**src/rtl/als_prox_pkg.sv**
```systemverilog
/*
 * constants for the light and proximity register bank: register offsets,
 * reset values, bit positions and timing counts.
 * assumes a 40 MHz system clock and an 8 MHz nominal sensor oscillator.
 */
package als_prox_pkg;

	// ****************************************
	// register offsets
	// ****************************************
	localparam logic [7:0] ADDR_ENABLE = 8'h80;
	localparam logic [7:0] ADDR_LIGHT_TIME = 8'h81;
	localparam logic [7:0] ADDR_PROX_TIME = 8'h82;
	localparam logic [7:0] ADDR_WAIT_TIME = 8'h83;
	localparam logic [7:0] ADDR_LLT_LO = 8'h84;
	localparam logic [7:0] ADDR_LLT_HI = 8'h85;
	localparam logic [7:0] ADDR_LHT_LO = 8'h86;
	localparam logic [7:0] ADDR_LHT_HI = 8'h87;
	localparam logic [7:0] ADDR_SETUP_ZERO = 8'h8D;
	localparam logic [7:0] ADDR_REVISION = 8'h91;
	localparam logic [7:0] ADDR_PART = 8'h92;
	localparam logic [7:0] ADDR_STATUS = 8'h93;
	localparam logic [7:0] ADDR_VIS_LO = 8'h94;
	localparam logic [7:0] ADDR_VIS_HI = 8'h95;
	localparam logic [7:0] ADDR_IR_LO = 8'h96;
	localparam logic [7:0] ADDR_IR_HI = 8'h97;
	localparam logic [7:0] ADDR_PROX_RES = 8'h9C;
	localparam logic [7:0] ADDR_AUX = 8'h9E;

	// ****************************************
	// plain read-write registers, index 0..3 are enable and the three times
	// ****************************************
	localparam int NUM_RW = 20;
	localparam logic [NUM_RW-1:0][7:0] RW_ADDR = {
		8'hDD, 8'hDC, 8'hD9, 8'hD7, 8'hD6, 8'hC1, 8'hC0, 8'hAB, 8'h9F, 8'h90,
		8'h8F, 8'h8E, 8'h8D, 8'h8C, 8'h8A, 8'h88, 8'h83, 8'h82, 8'h81, 8'h80};
	localparam logic [NUM_RW-1:0][7:0] RW_RESET = {
		8'h00, 8'h00, 8'h50, 8'h00, 8'h7F, 8'h00, 8'h00, 8'h0C, 8'h04, 8'h00,
		8'h80, 8'h4F, 8'h80, 8'h00, 8'h00, 8'h00, 8'h00, 8'h1F, 8'h00, 8'h00};
	localparam int IDX_ENABLE = 0;
	localparam int IDX_LIGHT_TIME = 1;
	localparam int IDX_PROX_TIME = 2;
	localparam int IDX_WAIT_TIME = 3;
	localparam int IDX_SETUP_ZERO = 7;

	// ****************************************
	// bit positions
	// ****************************************
	localparam int BIT_POWER_ON = 0;
	localparam int BIT_LIGHT_EN = 1;
	localparam int BIT_PROX_EN = 2;
	localparam int BIT_WAIT_EN = 3;
	localparam int BIT_LONG_WAIT = 2;
	localparam int BIT_LIGHT_VALID = 0;
	localparam int BIT_PROX_VALID = 1;

	// ****************************************
	// timing
	// ****************************************
	localparam int CLK_HZ = 40_000_000;
	localparam int OSC_HZ = 8_000_000;
	localparam int OSC_DIV = 11;
	localparam int STEP_ICLKS = 2048;
	localparam int ICLK_CYCLES = CLK_HZ / OSC_HZ * OSC_DIV;
	localparam int PROX_STEP_NS = 88_000;
	localparam int PROX_STEP_CYCLES = PROX_STEP_NS / (1_000_000_000 / CLK_HZ);
	localparam int LONG_WAIT_FACTOR = 12;
	localparam logic [7:0] SAT_STEP = 8'h3F;

endpackage

```
**src/rtl/als_prox_regs.sv**
```systemverilog
/*
 * register bank and measurement sequencer of a light and proximity sensor,
 * reached over a two-wire serial slave.
 * assumes scl and sda come straight from pins; converter counts come from
 * logic on clk and are sampled when a measurement ends.
 */
// What this block does
// [RULE1] enable bit 3 turns on wait period
// [RULE2] enable bit 2 turns on proximity measurement
// [RULE3] enable bit 1 turns on light measurement
// [RULE4] enable bit 0 powers oscillator; else inactive
// [RULE5] host sets light enable with power-on together
// [RULE6] host programs setup before enabling a mode
// [RULE7] integration down counter ends at zero
// [RULE8] integration lasts register plus one steps
// [RULE9] integration clock is oscillator divided by 11
// [RULE10] one step is 2048 integration clocks
// [RULE11] visible result at 0x94/0x95, read-only
// [RULE12] infrared result at 0x96/0x97, read-only
// [RULE13] proximity result at 0x9C, read-only
// [RULE14] light low threshold at 0x84/0x85
// [RULE15] light high threshold at 0x86/0x87
// [RULE16] proximity thresholds at 0x88 and 0x8A
// [RULE17] proximity offset magnitude 0xC0, sign 0xC1
// [RULE18] light maximum grows 1024 per step, saturates
// [RULE19] host writes zeros to reserved enable bits
// [RULE20] reset to sleep, power-on moves to idle
// [RULE21] threshold low byte buffered until high byte
// [RULE22] proximity sample lasts register plus one times 88us
// [RULE23] long wait multiplies wait by 12
`timescale 1ns/1ps
`default_nettype none

module als_prox_regs
	import als_prox_pkg::*;
#(
	parameter logic [6:0] DEV_ADDR = 7'h39,
	parameter int STEP_LEN = als_prox_pkg::STEP_ICLKS,
	parameter int ICLK_LEN = als_prox_pkg::ICLK_CYCLES,
	parameter int PROX_LEN = als_prox_pkg::PROX_STEP_CYCLES,
	parameter logic [7:0] REVISION_VAL = 8'h5A, // arbitrary value
	parameter logic [7:0] PART_VAL = 8'hA5, // arbitrary value
	parameter logic [7:0] AUX_VAL = 8'h3C // arbitrary value
)
(
	// clock and reset
	input wire logic clk,
	input wire logic reset,
	// two-wire serial pins
	input wire logic scl_in,
	input wire logic sda_in,
	output logic sda_out,
	output logic sda_oe,
	// converter counts
	input wire logic [15:0] vis_count,
	input wire logic [15:0] ir_count,
	input wire logic [7:0] prox_count,
	// activity
	output logic osc_on,
	output logic light_busy,
	output logic prox_busy,
	output logic wait_busy
);
	import als_prox_pkg::*;

	// ****************************************
	// checks and types
	// ****************************************
	if (STEP_LEN < 1 || STEP_LEN > 2048 || ICLK_LEN < 1 || ICLK_LEN > 63
		|| PROX_LEN < 1 || PROX_LEN > 4095)
	begin : g_bad_param
		$error("timing parameter out of range");
	end

	typedef enum logic [2:0] {S_SLEEP, S_IDLE, S_PROX, S_LIGHT, S_WAIT} seq_t;
	typedef enum logic [2:0] {I_IDLE, I_RECV, I_ACK, I_SEND, I_MACK} ser_t;

	typedef struct packed {
		logic [1:0] scl_s;
		logic [1:0] sda_s;
		logic scl_prev;
		logic sda_prev;
		ser_t ser;
		logic [1:0] kind; // 0 address, 1 register pointer, 2 data
		logic rd;
		logic mack;
		logic [3:0] bitcnt;
		logic [7:0] shreg;
		logic [7:0] ptr;
		logic sda_oe;
		logic [NUM_RW-1:0][7:0] rw_regs;
		logic [7:0] llt_buf;
		logic [7:0] lht_buf;
		logic [15:0] llt;
		logic [15:0] lht;
		logic [15:0] vis;
		logic [15:0] ir;
		logic [7:0] prox;
		logic lvalid;
		logic pvalid;
		seq_t seq;
		logic [5:0] div;
		logic [10:0] icnt;
		logic [7:0] steps;
		logic [3:0] longcnt;
		logic [11:0] pcyc;
		logic osc_on;
		logic light_busy;
		logic prox_busy;
		logic wait_busy;
	} state_t;

	state_t q;
	state_t n;
	logic wr_en;
	logic [7:0] wr_addr;
	logic [7:0] rd_data;
	logic scl_rise;
	logic scl_fall;
	logic step_end;
	logic [7:0] light_integration_time;
	logic [7:0] enable;

	assign enable = q.rw_regs[IDX_ENABLE];
	assign light_integration_time = q.rw_regs[IDX_LIGHT_TIME];

	// ****************************************
	// read mux
	// ****************************************
	// read path is one lookup on the auto-incrementing pointer
	always_comb
	begin
		rd_data = 8'h00;
		for (int i = 0; i < NUM_RW; i++)
		begin
			if (q.ptr == RW_ADDR[i])
			begin
				rd_data = q.rw_regs[i]; // [RULE16] [RULE17]
			end
		end
		case (q.ptr)
			ADDR_LLT_LO: rd_data = q.llt[7:0]; // [RULE14]
			ADDR_LLT_HI: rd_data = q.llt[15:8]; // [RULE14]
			ADDR_LHT_LO: rd_data = q.lht[7:0]; // [RULE15]
			ADDR_LHT_HI: rd_data = q.lht[15:8]; // [RULE15]
			ADDR_REVISION: rd_data = REVISION_VAL;
			ADDR_PART: rd_data = PART_VAL;
			ADDR_STATUS: rd_data = {6'h00, q.pvalid, q.lvalid};
			ADDR_VIS_LO: rd_data = q.vis[7:0]; // [RULE11]
			ADDR_VIS_HI: rd_data = q.vis[15:8]; // [RULE11]
			ADDR_IR_LO: rd_data = q.ir[7:0]; // [RULE12]
			ADDR_IR_HI: rd_data = q.ir[15:8]; // [RULE12]
			ADDR_PROX_RES: rd_data = q.prox; // [RULE13]
			ADDR_AUX: rd_data = AUX_VAL;
			default: ;
		endcase
	end

	// ****************************************
	// next state
	// ****************************************
	// edges read only the second sync stage and its delayed copy
	assign scl_rise = q.scl_s[1] && !q.scl_prev;
	assign scl_fall = !q.scl_s[1] && q.scl_prev;
	// step is 2048 integration clocks, each one eleven oscillator periods
	assign step_end = (q.div == 6'(ICLK_LEN - 1)) // [RULE9]
		&& (q.icnt == 11'(STEP_LEN - 1)); // [RULE10]

	always_comb
	begin
		logic [15:0] sat;
		sat = 16'h0000;
		n = q;
		wr_en = 1'b0;
		wr_addr = q.ptr;
		n.scl_s = {q.scl_s[0], scl_in};
		n.sda_s = {q.sda_s[0], sda_in};
		n.scl_prev = q.scl_s[1];
		n.sda_prev = q.sda_s[1];

		// serial slave: start and stop win over any byte in progress
		if (q.scl_s[1] && q.scl_prev && q.sda_prev && !q.sda_s[1])
		begin
			n.ser = I_RECV;
			n.kind = 2'd0;
			n.bitcnt = 4'h0;
			n.sda_oe = 1'b0;
		end
		else if (q.scl_s[1] && q.scl_prev && !q.sda_prev && q.sda_s[1])
		begin
			n.ser = I_IDLE;
			n.sda_oe = 1'b0;
		end
		else
		begin
			case (q.ser)
				I_RECV:
				begin
					if (scl_rise)
					begin
						n.shreg = {q.shreg[6:0], q.sda_s[1]};
						n.bitcnt = q.bitcnt + 4'h1;
					end
					else if (scl_fall && q.bitcnt == 4'h8)
					begin
						n.ser = I_ACK;
						n.sda_oe = 1'b1;
						if (q.kind == 2'd0)
						begin
							n.rd = q.shreg[0];
							if (q.shreg[7:1] != DEV_ADDR)
							begin
								n.ser = I_IDLE;
								n.sda_oe = 1'b0;
							end
						end
						else if (q.kind == 2'd1)
						begin
							n.ptr = q.shreg;
						end
						else
						begin
							wr_en = 1'b1;
							n.ptr = q.ptr + 8'h01;
						end
					end
				end
				I_ACK:
				begin
					if (scl_fall)
					begin
						n.bitcnt = 4'h0;
						n.sda_oe = 1'b0;
						if (q.rd && q.kind == 2'd0)
						begin
							n.ser = I_SEND;
							n.shreg = rd_data;
							n.sda_oe = !rd_data[7];
							n.ptr = q.ptr + 8'h01;
						end
						else
						begin
							n.ser = I_RECV;
							n.kind = (q.kind == 2'd0) ? 2'd1 : 2'd2;
						end
					end
				end
				I_SEND:
				begin
					if (scl_rise)
					begin
						n.bitcnt = q.bitcnt + 4'h1;
					end
					else if (scl_fall && q.bitcnt == 4'h8)
					begin
						n.ser = I_MACK;
						n.sda_oe = 1'b0;
					end
					else if (scl_fall)
					begin
						n.shreg = {q.shreg[6:0], 1'b0};
						n.sda_oe = !q.shreg[6];
					end
				end
				I_MACK:
				begin
					if (scl_rise)
					begin
						n.mack = !q.sda_s[1];
					end
					else if (scl_fall && q.mack)
					begin
						n.ser = I_SEND;
						n.bitcnt = 4'h0;
						n.shreg = rd_data;
						n.sda_oe = !rd_data[7];
						n.ptr = q.ptr + 8'h01;
					end
					else if (scl_fall)
					begin
						n.ser = I_IDLE;
					end
				end
				default: n.ser = I_IDLE;
			endcase
		end

		// register writes; low threshold bytes wait for their high byte
		if (wr_en)
		begin
			for (int i = 0; i < NUM_RW; i++)
			begin
				if (wr_addr == RW_ADDR[i])
				begin
					n.rw_regs[i] = q.shreg; // [RULE1] [RULE2] [RULE3] [RULE4] [RULE16] [RULE17]
				end
			end
			case (wr_addr)
				ADDR_LLT_LO: n.llt_buf = q.shreg; // [RULE21]
				ADDR_LLT_HI: n.llt = {q.shreg, q.llt_buf}; // [RULE14] [RULE21]
				ADDR_LHT_LO: n.lht_buf = q.shreg; // [RULE21]
				ADDR_LHT_HI: n.lht = {q.shreg, q.lht_buf}; // [RULE15] [RULE21]
				default: ;
			endcase
		end

		// measurement sequencer, stepped from the current enable bits
		sat = (light_integration_time > SAT_STEP) ? 16'hFFFF : {light_integration_time[5:0], 10'h3FF}; // [RULE18]
		if (q.seq != S_LIGHT && q.seq != S_WAIT)
		begin
			n.div = 6'h00;
			n.icnt = 11'h000;
		end
		else if (q.div == 6'(ICLK_LEN - 1))
		begin
			n.div = 6'h00;
			n.icnt = step_end ? 11'h000 : q.icnt + 11'h001; // [RULE10]
		end
		else
		begin
			n.div = q.div + 6'h01; // [RULE9]
		end
		case (q.seq)
			S_SLEEP:
			begin
				if (enable[BIT_POWER_ON])
				begin
					n.seq = S_IDLE; // [RULE20]
				end
			end
			S_IDLE:
			begin
				n.pcyc = 12'h000;
				n.longcnt = 4'h0;
				if (enable[BIT_PROX_EN])
				begin
					n.seq = S_PROX; // [RULE2]
					n.steps = q.rw_regs[IDX_PROX_TIME];
				end
				else if (enable[BIT_LIGHT_EN])
				begin
					n.seq = S_LIGHT; // [RULE3]
					n.steps = light_integration_time; // [RULE7]
				end
			end
			S_PROX:
			begin
				n.pcyc = q.pcyc + 12'h001;
				if (q.pcyc == 12'(PROX_LEN - 1))
				begin
					n.pcyc = 12'h000;
					n.steps = q.steps - 8'h01;
					if (q.steps == 8'h00)
					begin
						n.prox = prox_count; // [RULE22]
						n.pvalid = 1'b1;
						n.seq = enable[BIT_LIGHT_EN] ? S_LIGHT
							: (enable[BIT_WAIT_EN] ? S_WAIT : S_IDLE);
						n.steps = enable[BIT_LIGHT_EN] ? light_integration_time : q.rw_regs[IDX_WAIT_TIME];
					end
				end
			end
			S_LIGHT:
			begin
				if (step_end)
				begin
					n.steps = q.steps - 8'h01; // [RULE7]
					if (q.steps == 8'h00)
					begin
						n.vis = (vis_count > sat) ? sat : vis_count; // [RULE8] [RULE18]
						n.ir = (ir_count > sat) ? sat : ir_count; // [RULE18]
						n.lvalid = 1'b1;
						n.seq = enable[BIT_WAIT_EN] ? S_WAIT : S_IDLE; // [RULE1]
						n.steps = q.rw_regs[IDX_WAIT_TIME];
					end
				end
			end
			S_WAIT:
			begin
				if (step_end)
				begin
					// long wait repeats each step twelve times over
					if (q.rw_regs[IDX_SETUP_ZERO][BIT_LONG_WAIT]
						&& q.longcnt != 4'(LONG_WAIT_FACTOR - 1))
					begin
						n.longcnt = q.longcnt + 4'h1; // [RULE23]
					end
					else
					begin
						n.longcnt = 4'h0;
						n.steps = q.steps - 8'h01;
						if (q.steps == 8'h00)
						begin
							n.seq = S_IDLE;
						end
					end
				end
			end
			default: n.seq = S_SLEEP;
		endcase
		// power-off beats everything; results lose their valid flags
		if (!enable[BIT_POWER_ON])
		begin
			n.seq = S_SLEEP; // [RULE4] [RULE20]
			n.lvalid = 1'b0;
			n.pvalid = 1'b0;
		end
		n.osc_on = (n.seq != S_SLEEP); // [RULE4]
		n.light_busy = (n.seq == S_LIGHT);
		n.prox_busy = (n.seq == S_PROX);
		n.wait_busy = (n.seq == S_WAIT);
	end

	// ****************************************
	// state register
	// ****************************************
	// lines idle high, so the sync stages reset to one
	always_ff @(posedge clk)
	begin
		if (reset)
		begin
			q <= '0;
			q.scl_s <= 2'b11;
			q.sda_s <= 2'b11;
			q.scl_prev <= 1'b1;
			q.sda_prev <= 1'b1;
			q.ser <= I_IDLE;
			q.seq <= S_SLEEP; // [RULE20]
			q.rw_regs <= RW_RESET;
		end
		else
		begin
			q <= n;
		end
	end

	assign sda_out = 1'b0;
	assign sda_oe = q.sda_oe;
	assign osc_on = q.osc_on;
	assign light_busy = q.light_busy;
	assign prox_busy = q.prox_busy;
	assign wait_busy = q.wait_busy;

	// ****************************************
	// checks
	// ****************************************
	// helper counters for whole-measurement durations
	logic [31:0] light_len;
	logic [31:0] prox_len;
	always_ff @(posedge clk)
	begin
		if (reset || q.seq != S_LIGHT)
		begin
			light_len <= 32'h0000_0001;
		end
		else
		begin
			light_len <= light_len + 32'h0000_0001;
		end
		if (reset || q.seq != S_PROX)
		begin
			prox_len <= 32'h0000_0001;
		end
		else
		begin
			prox_len <= prox_len + 32'h0000_0001;
		end
	end
endmodule

`default_nettype wire

```
**config.mk**
```make
export PLATFORM = sky130hd
export DESIGN_NAME = als_prox_regs
export DESIGN_NICKNAME = d
export VERILOG_FILES = /design/src/rtl/als_prox_pkg.sv /design/src/rtl/als_prox_regs.sv
export SDC_FILE = /design/constraint.sdc
export NUM_CORES = 1
export LEC_CHECK = 0
export BUFFER_PORTS_ARGS = -buffer_cell sky130_fd_sc_hd__buf_4
export CAP_MARGIN = 20
export CORE_MARGIN = 4
export CORE_UTILIZATION = 45
export DETAILED_ROUTE_END_ITERATION = 12
export SETUP_SLACK_MARGIN = 0.2
export SLEW_MARGIN = 15
export SYNTH_ARGS = -nofsm -noshare
export SYNTH_HDL_FRONTEND = slang
export SYNTH_SLANG_ARGS = --single-unit
```
**constraint.sdc**
```tcl
create_clock -name clk -period 3.3 [get_ports clk]
set_input_delay 0.165 -clock clk [delete_from_list [all_inputs] [get_ports clk]]
set_output_delay 0.165 -clock clk [all_outputs]
set_load 0.005 [all_outputs]
```
======== Word-level counts from Yosys, hierarchy flattened ========
Cells that the tools add are included.
storage, ports and cells
  register bits ........................... 332
  input port bits ......................... 44
  logic and storage cells ................. 321
operators by class
  $add $sub $neg .......................... 7
  $lt $le $gt $ge ......................... 3
  equal/unequal tests ..................... 80
  multiplexer cells ....................... 104
  bitwise operators ....................... 5
  reductions and logical operators ........ 70
operators with widths
  kind                                                  count
  equality test 8 bit (second input constant)           33
  2-to-1 mux 8 bit                                      33
  one-hot mux 8 bit (13 select lines)                   1
  2-to-1 mux 21 bit                                     3
  2-to-1 mux 3 bit                                      21
  AND reduction 2 bit                                   25
  2-to-1 mux 16 bit                                     3
  one-hot mux 12 bit (4 select lines)                   1
  2-to-1 mux 12 bit                                     3
  != test 2 bit (second input constant)                 17
  > comparator 16 bit                                   2
  one-hot mux 8 bit (4 select lines)                    1
  != test 4 bit (second input constant)                 7
  2-to-1 mux 24 bit                                     1
  one-hot mux 12 bit (2 select lines)                   1
  one-hot mux 8 bit (3 select lines)                    1
  AND reduction 7 bit                                   3
  2-to-1 mux 1 bit                                      19
  equality test 3 x 2 -> 1 bit (second input constant)  6
  2-to-1 mux 9 bit                                      2
  2-to-1 mux 17 bit                                     1
  one-hot mux 3 bit (5 select lines)                    1
  logical AND 1 bit                                     13
  adder 12 x 1 -> 12 bit (second input constant)        1
  40 further kinds                                      70

======== Longest topological paths before layout ========
  depth in word-level cells ............... 28
  gate-level depth with buffers ........... 12

======== Least setup slack after synthesis ========
No wires, ideal clock.
  path kind ............................... reg2reg
  start ................................... reg q[20] (netlist bit)
  end ..................................... reg q[62] (netlist bit)
  data arrival time ....................... 2530 ps
  path slack .............................. 638 ps
  stages on the path, launching flop included .. 11
  path buffers ............................ 2
  clock period less this slack ............ 2662 ps
  cells stage by stage .................... dfxtp_1 > inv_1 > ha_1 > or3b_1 > or3_4 > or4_4 > or2_1 > buf_6 > buf_6 > nor3_1 > nor3_1
on the way
  cells in the longest elaborated chain, start to end .. 2
RTL lines
  what                           line                  source
  start: declaration             als_prox_regs.sv:113  state_t q;
  start signal: assignment       als_prox_regs.sv:433  q <= n;
  logical NOT 8 bit              als_prox_regs.sv:368  if (q.steps == 8'h00)
  AND reduction 3 bit (no line)  n/a
No other way between the ends.
A chain may end at the register's enable or synchronous reset.

======== Worst setup path after layout ========
  start ................................... reg q (netlist bit wr_addr[1])
  end ..................................... reg q (netlist bit sda_oe)
on the way
  cells in the longest elaborated chain, start to end .. 26
  elaborated cells on any way between the ends .. 60
  those cells by class .................... eq/ne: 33; mux: 26; reduce/logical: 1
RTL lines
  what                                                    line                                        source
  equality test 8 bit                                     als_prox_regs.sv:136                        if (q.ptr == RW_ADDR[i])
  2-to-1 mux 8 bit (20 in series)                         als_prox_regs.sv:136
  one-hot mux 8 bit (13 select lines) (*)                 als_prox_regs.sv:141                        case (q.ptr)
  logical NOT 1 bit (*)                                   als_prox_regs.sv:238, als_prox_regs.sv:276
  2-to-1 mux 21 bit or 2-to-1 mux 17 bit (tied branches)  als_prox_regs.sv:271, als_prox_regs.sv:234
  2-to-1 mux 21 bit (on tied branches)                    als_prox_regs.sv:267, als_prox_regs.sv:230
  one-hot mux 1 bit (4 select lines) (*)                  als_prox_regs.sv:196                        case (q.ser)
Every way passes the cells marked *; elsewhere a longest branch is shown, timed or not. The select of a mux whose other input is x is not followed.

==> out/qor.txt <==
================================================================================
Pwr dens                                                              468 nW/um2
Min-delay worst type                                                   in -> reg
Clock buffer count from CTS                                                   39
Worst max-slew margin expressed relative to the limit                      29.6%
Number of I/O port buffers                                                    48
Category of the critical setup timing path                            reg -> reg
Total wire length after detailed routing                                 53.0 mm
Most Used Layer, Global Route                                               met2
Met3 usage                                                                 4.08%
Clock slew at reported path FFs                                          0.06 ns
First-pass iteration count of the detailed router                              6
Family with the most delay on the worst path                        compound AO/OA/AOI/OAI gates
Final weighted congestion in routability-driven placement                  0.913
Launching element type of the critical path                            flip-flop
Vias in the first global route                                             14685
Final hold violation count                                                     0
Die Ht                                                                    199 um
Dominant cell type by area after synthesis                               dfxtp_1
Syn Inst Count                                                              2029
Data arrival, critical path                                              3.43 ns
Starting utilization of the core area                                      46.0%
Slowest library cell on the worst path                                   o31ai_1
Number of filler instances in the final layout                              3404
FFs w/ async S/R, synth                                                       0%
Peak VDD IR                                                           0.000368 V
Number of antenna violations at the first check in global routing              0
Maximum net fanout on the critical path                                        9
Critical path depth in cells                                                  10
Post-Route Setup TNS                                                        0 ns
Top cells by area in the synthesized netlist                        dfxtp_1, mux2i_1, nor2_1, a21oi_1, nand2_1
H-Tree Level Count                                                             2
Critical path cell sequence                                         inv_1, ha_1, buf_4, and3b_1, a22o_1, o31ai_1, nand4_1, a21oi_2, a221oi_1, a211oi_1
Routed via count divided by cell count                                      5.97
Combined area of all synthesized cells                                 16500 um2
Yosys reg bits                                                               332
Global Route met2 Usage                                                    41.3%
Detail Placement HPWL                                                    35.4 mm
Area share of the largest cell type after synthesis                        40.4%
Result of the run                                                   complete, no violations
Global-route wire length before repair                                   83.8 mm
Maximum clock skew at final layout                                     0.0163 ns
Transition time of the tightest slew-check pin                           1.05 ns
Clock root cell                                                        clkbuf_16
Crit share post-route                                                      89.6%
Die span in x                                                             199 um
Initial drt markers                                                         1640
Post-synthesis sequential area ratio                                       40.4%
Via Count                                                                  15355
Required time reported for the critical path endpoint                    3.77 ns
Standby leakage power                                                    6.61 nW
Mean Syn Cell Area                                                      8.12 um2
Kind of end point of the critical path                                 flip-flop
Final design utilization                                                   53.9%
Global-route usage over all layers                                         26.5%
Minimum clock period                                                     2.96 ns
Proportion of layout cells with a drive suffix above 1                     12.1%
Count of unresolved DRC violations after routing                               0
Number of max-slew violations in the final report                              0
Maximum number of pins on one net before global-route repair                 189
Core Region                                                            35800 um2
Max Freq                                                                 338 MHz
Fin area                                                               19300 um2
Main synth FF type                                                       dfxtp_1
Cells on worst reg2reg path                                                   10
Final #Nets                                                                 2150
Clk_lat worst skew                                                       0.56 ns
Max-cap violations                                                             0
Setup repair after global routing missed its margin                         true
Number of synthesized flops with an enable pin                                 0
Distinct cell type count of the synthesized netlist                           85
Overall die area                                                       39700 um2
Clock tree from TritonCTS                                                  built
Largest stage delay on the critical path                                 0.44 ns
Io pins                                                                       50
Clock Sinks                                                                  332
Buffering stage count on the worst path with inverters included                2
Global-route congestion overflow total                                         0
Count of standard-cell rows                                                   69
N_diodes                                                                       0
Synthesis Warnings                                                             0
Post-CTS Setup Inserts                                                         0
Syn nets                                                                    2097
Setup Viol. Count Final                                                        0
Post-placement cell area                                               17400 um2
Grt met1 use                                                               37.6%
Leading cell type by number of instances after synthesis                 dfxtp_1
Number of buffers on the longest clock path                                    3
Number of instances on the worst hold path                                     2
Residual antenna-violating net count after detailed routing                    0
Synth cell count leaders                                            dfxtp_1, nor2_1, nand2_1
Average wire length per cell after detail routing                        20.6 um
Synth-to-Final Area Change                                                 17.3%
================================================================================
-- kinds of logic after synthesis --
logic type,after synthesis,share of synthesized area [%]
AND/OR/NAND/NOR,787,22.7
AO/OA/AOI/OAI,513,19.5
flip-flops,332,40.4
buffers and inverters,187,4.58
multiplexers,160,9.74
XOR/XNOR,25,1.33
adder cells (fa/ha/maj),24,1.82
other,1,0.0228
-- worst paths after layout --
check                          startpoint                  end  slack (ns)
setup / recovery  wr_addr[1]$_SDFFE_PP0P_  sda_oe$_SDFFE_PP0P_        0.34
hold / removal                      reset  q[323]$_SDFFE_PP0P_        0.05
setup reg to reg  wr_addr[1]$_SDFFE_PP0P_  sda_oe$_SDFFE_PP0P_        0.34
hold reg to reg         n[329]$_SDFF_PP1_    n[326]$_SDFF_PP1_        0.42
-- state kept, by name, summed over array words and instances (netlist names) --
register	count
enable	8
light_busy	1
light_integration_time	8
n	4
osc_on	1
prox_busy	1
q	299
sda_oe	1
wait_busy	1
wr_addr	8
-- area by class of cell --
class	count	area (um2)	share of cell area, %
repair buffers	172	1450	7.52
well taps	461	577	2.99
inverters	27	101	0.525
clock buffers	49	1100	5.72
flip-flops and latches	332	6650	34.4
clock inverters	23	338	1.75
multi-input cells	1510	9090	47.1
-- stage by stage --
step                setup slack (ns)  power, mW  hold slack (ns)  cells
floorplan                      0.638       4.20            0.269   2029
global placement               0.416       4.29            0.352   2460
detailed placement             0.382       4.29            0.357   2460
CTS                            0.376       9.13           0.0326   2574
global route                   0.179       9.33           0.0638   2574
finish                         0.344       9.05           0.0474   2574
-- timing repair --
| item | in CTS | in global routing |
|---|---|---|
| endpoints found under the setup margin | 0 | 5 |
| resized for setup | 0 | 3 |
| hold buffers | 42 | 0 |
| hold endpoints to repair | 42 | 0 |
-- where the power goes --
part | leakage, nW | switching, mW | total [mW] | internal [mW]
clock | 0.710 | 1.79 | 4.80 | 3.01
sequential | 2.68 | 0.00577 | 4.02 | 4.01
combinational | 3.23 | 0.130 | 0.225 | 0.0952
total | 6.61 | 1.93 | 9.05 | 7.12
-- layer usage --
metal	vias up	wire length (um)
met5	-	0
met4	0	1560
met3	102	3740
met2	567	23900
met1	7356	23800
li1	7330	-
-- placed cells by master, fill, tap and decap left out, drive strengths merged, types with 16 or more instances in the layout --
cell / n
a211oi: 16
a21oi: 173
a221oi: 28
a22oi: 20
buf: 129
clkbuf: 50
dfxtp: 332
dlygate4sd3: 42
ha: 24
inv: 28
mux2i: 158
nand2: 223
nand2b: 18
nand3: 43
nand3b: 17
nand4: 20
nor2: 286
nor2b: 21
nor3: 68
o211ai: 24
o21ai: 128
o22ai: 22
xor2: 17
No activity file was read; power rests on OpenSTA's default activity.
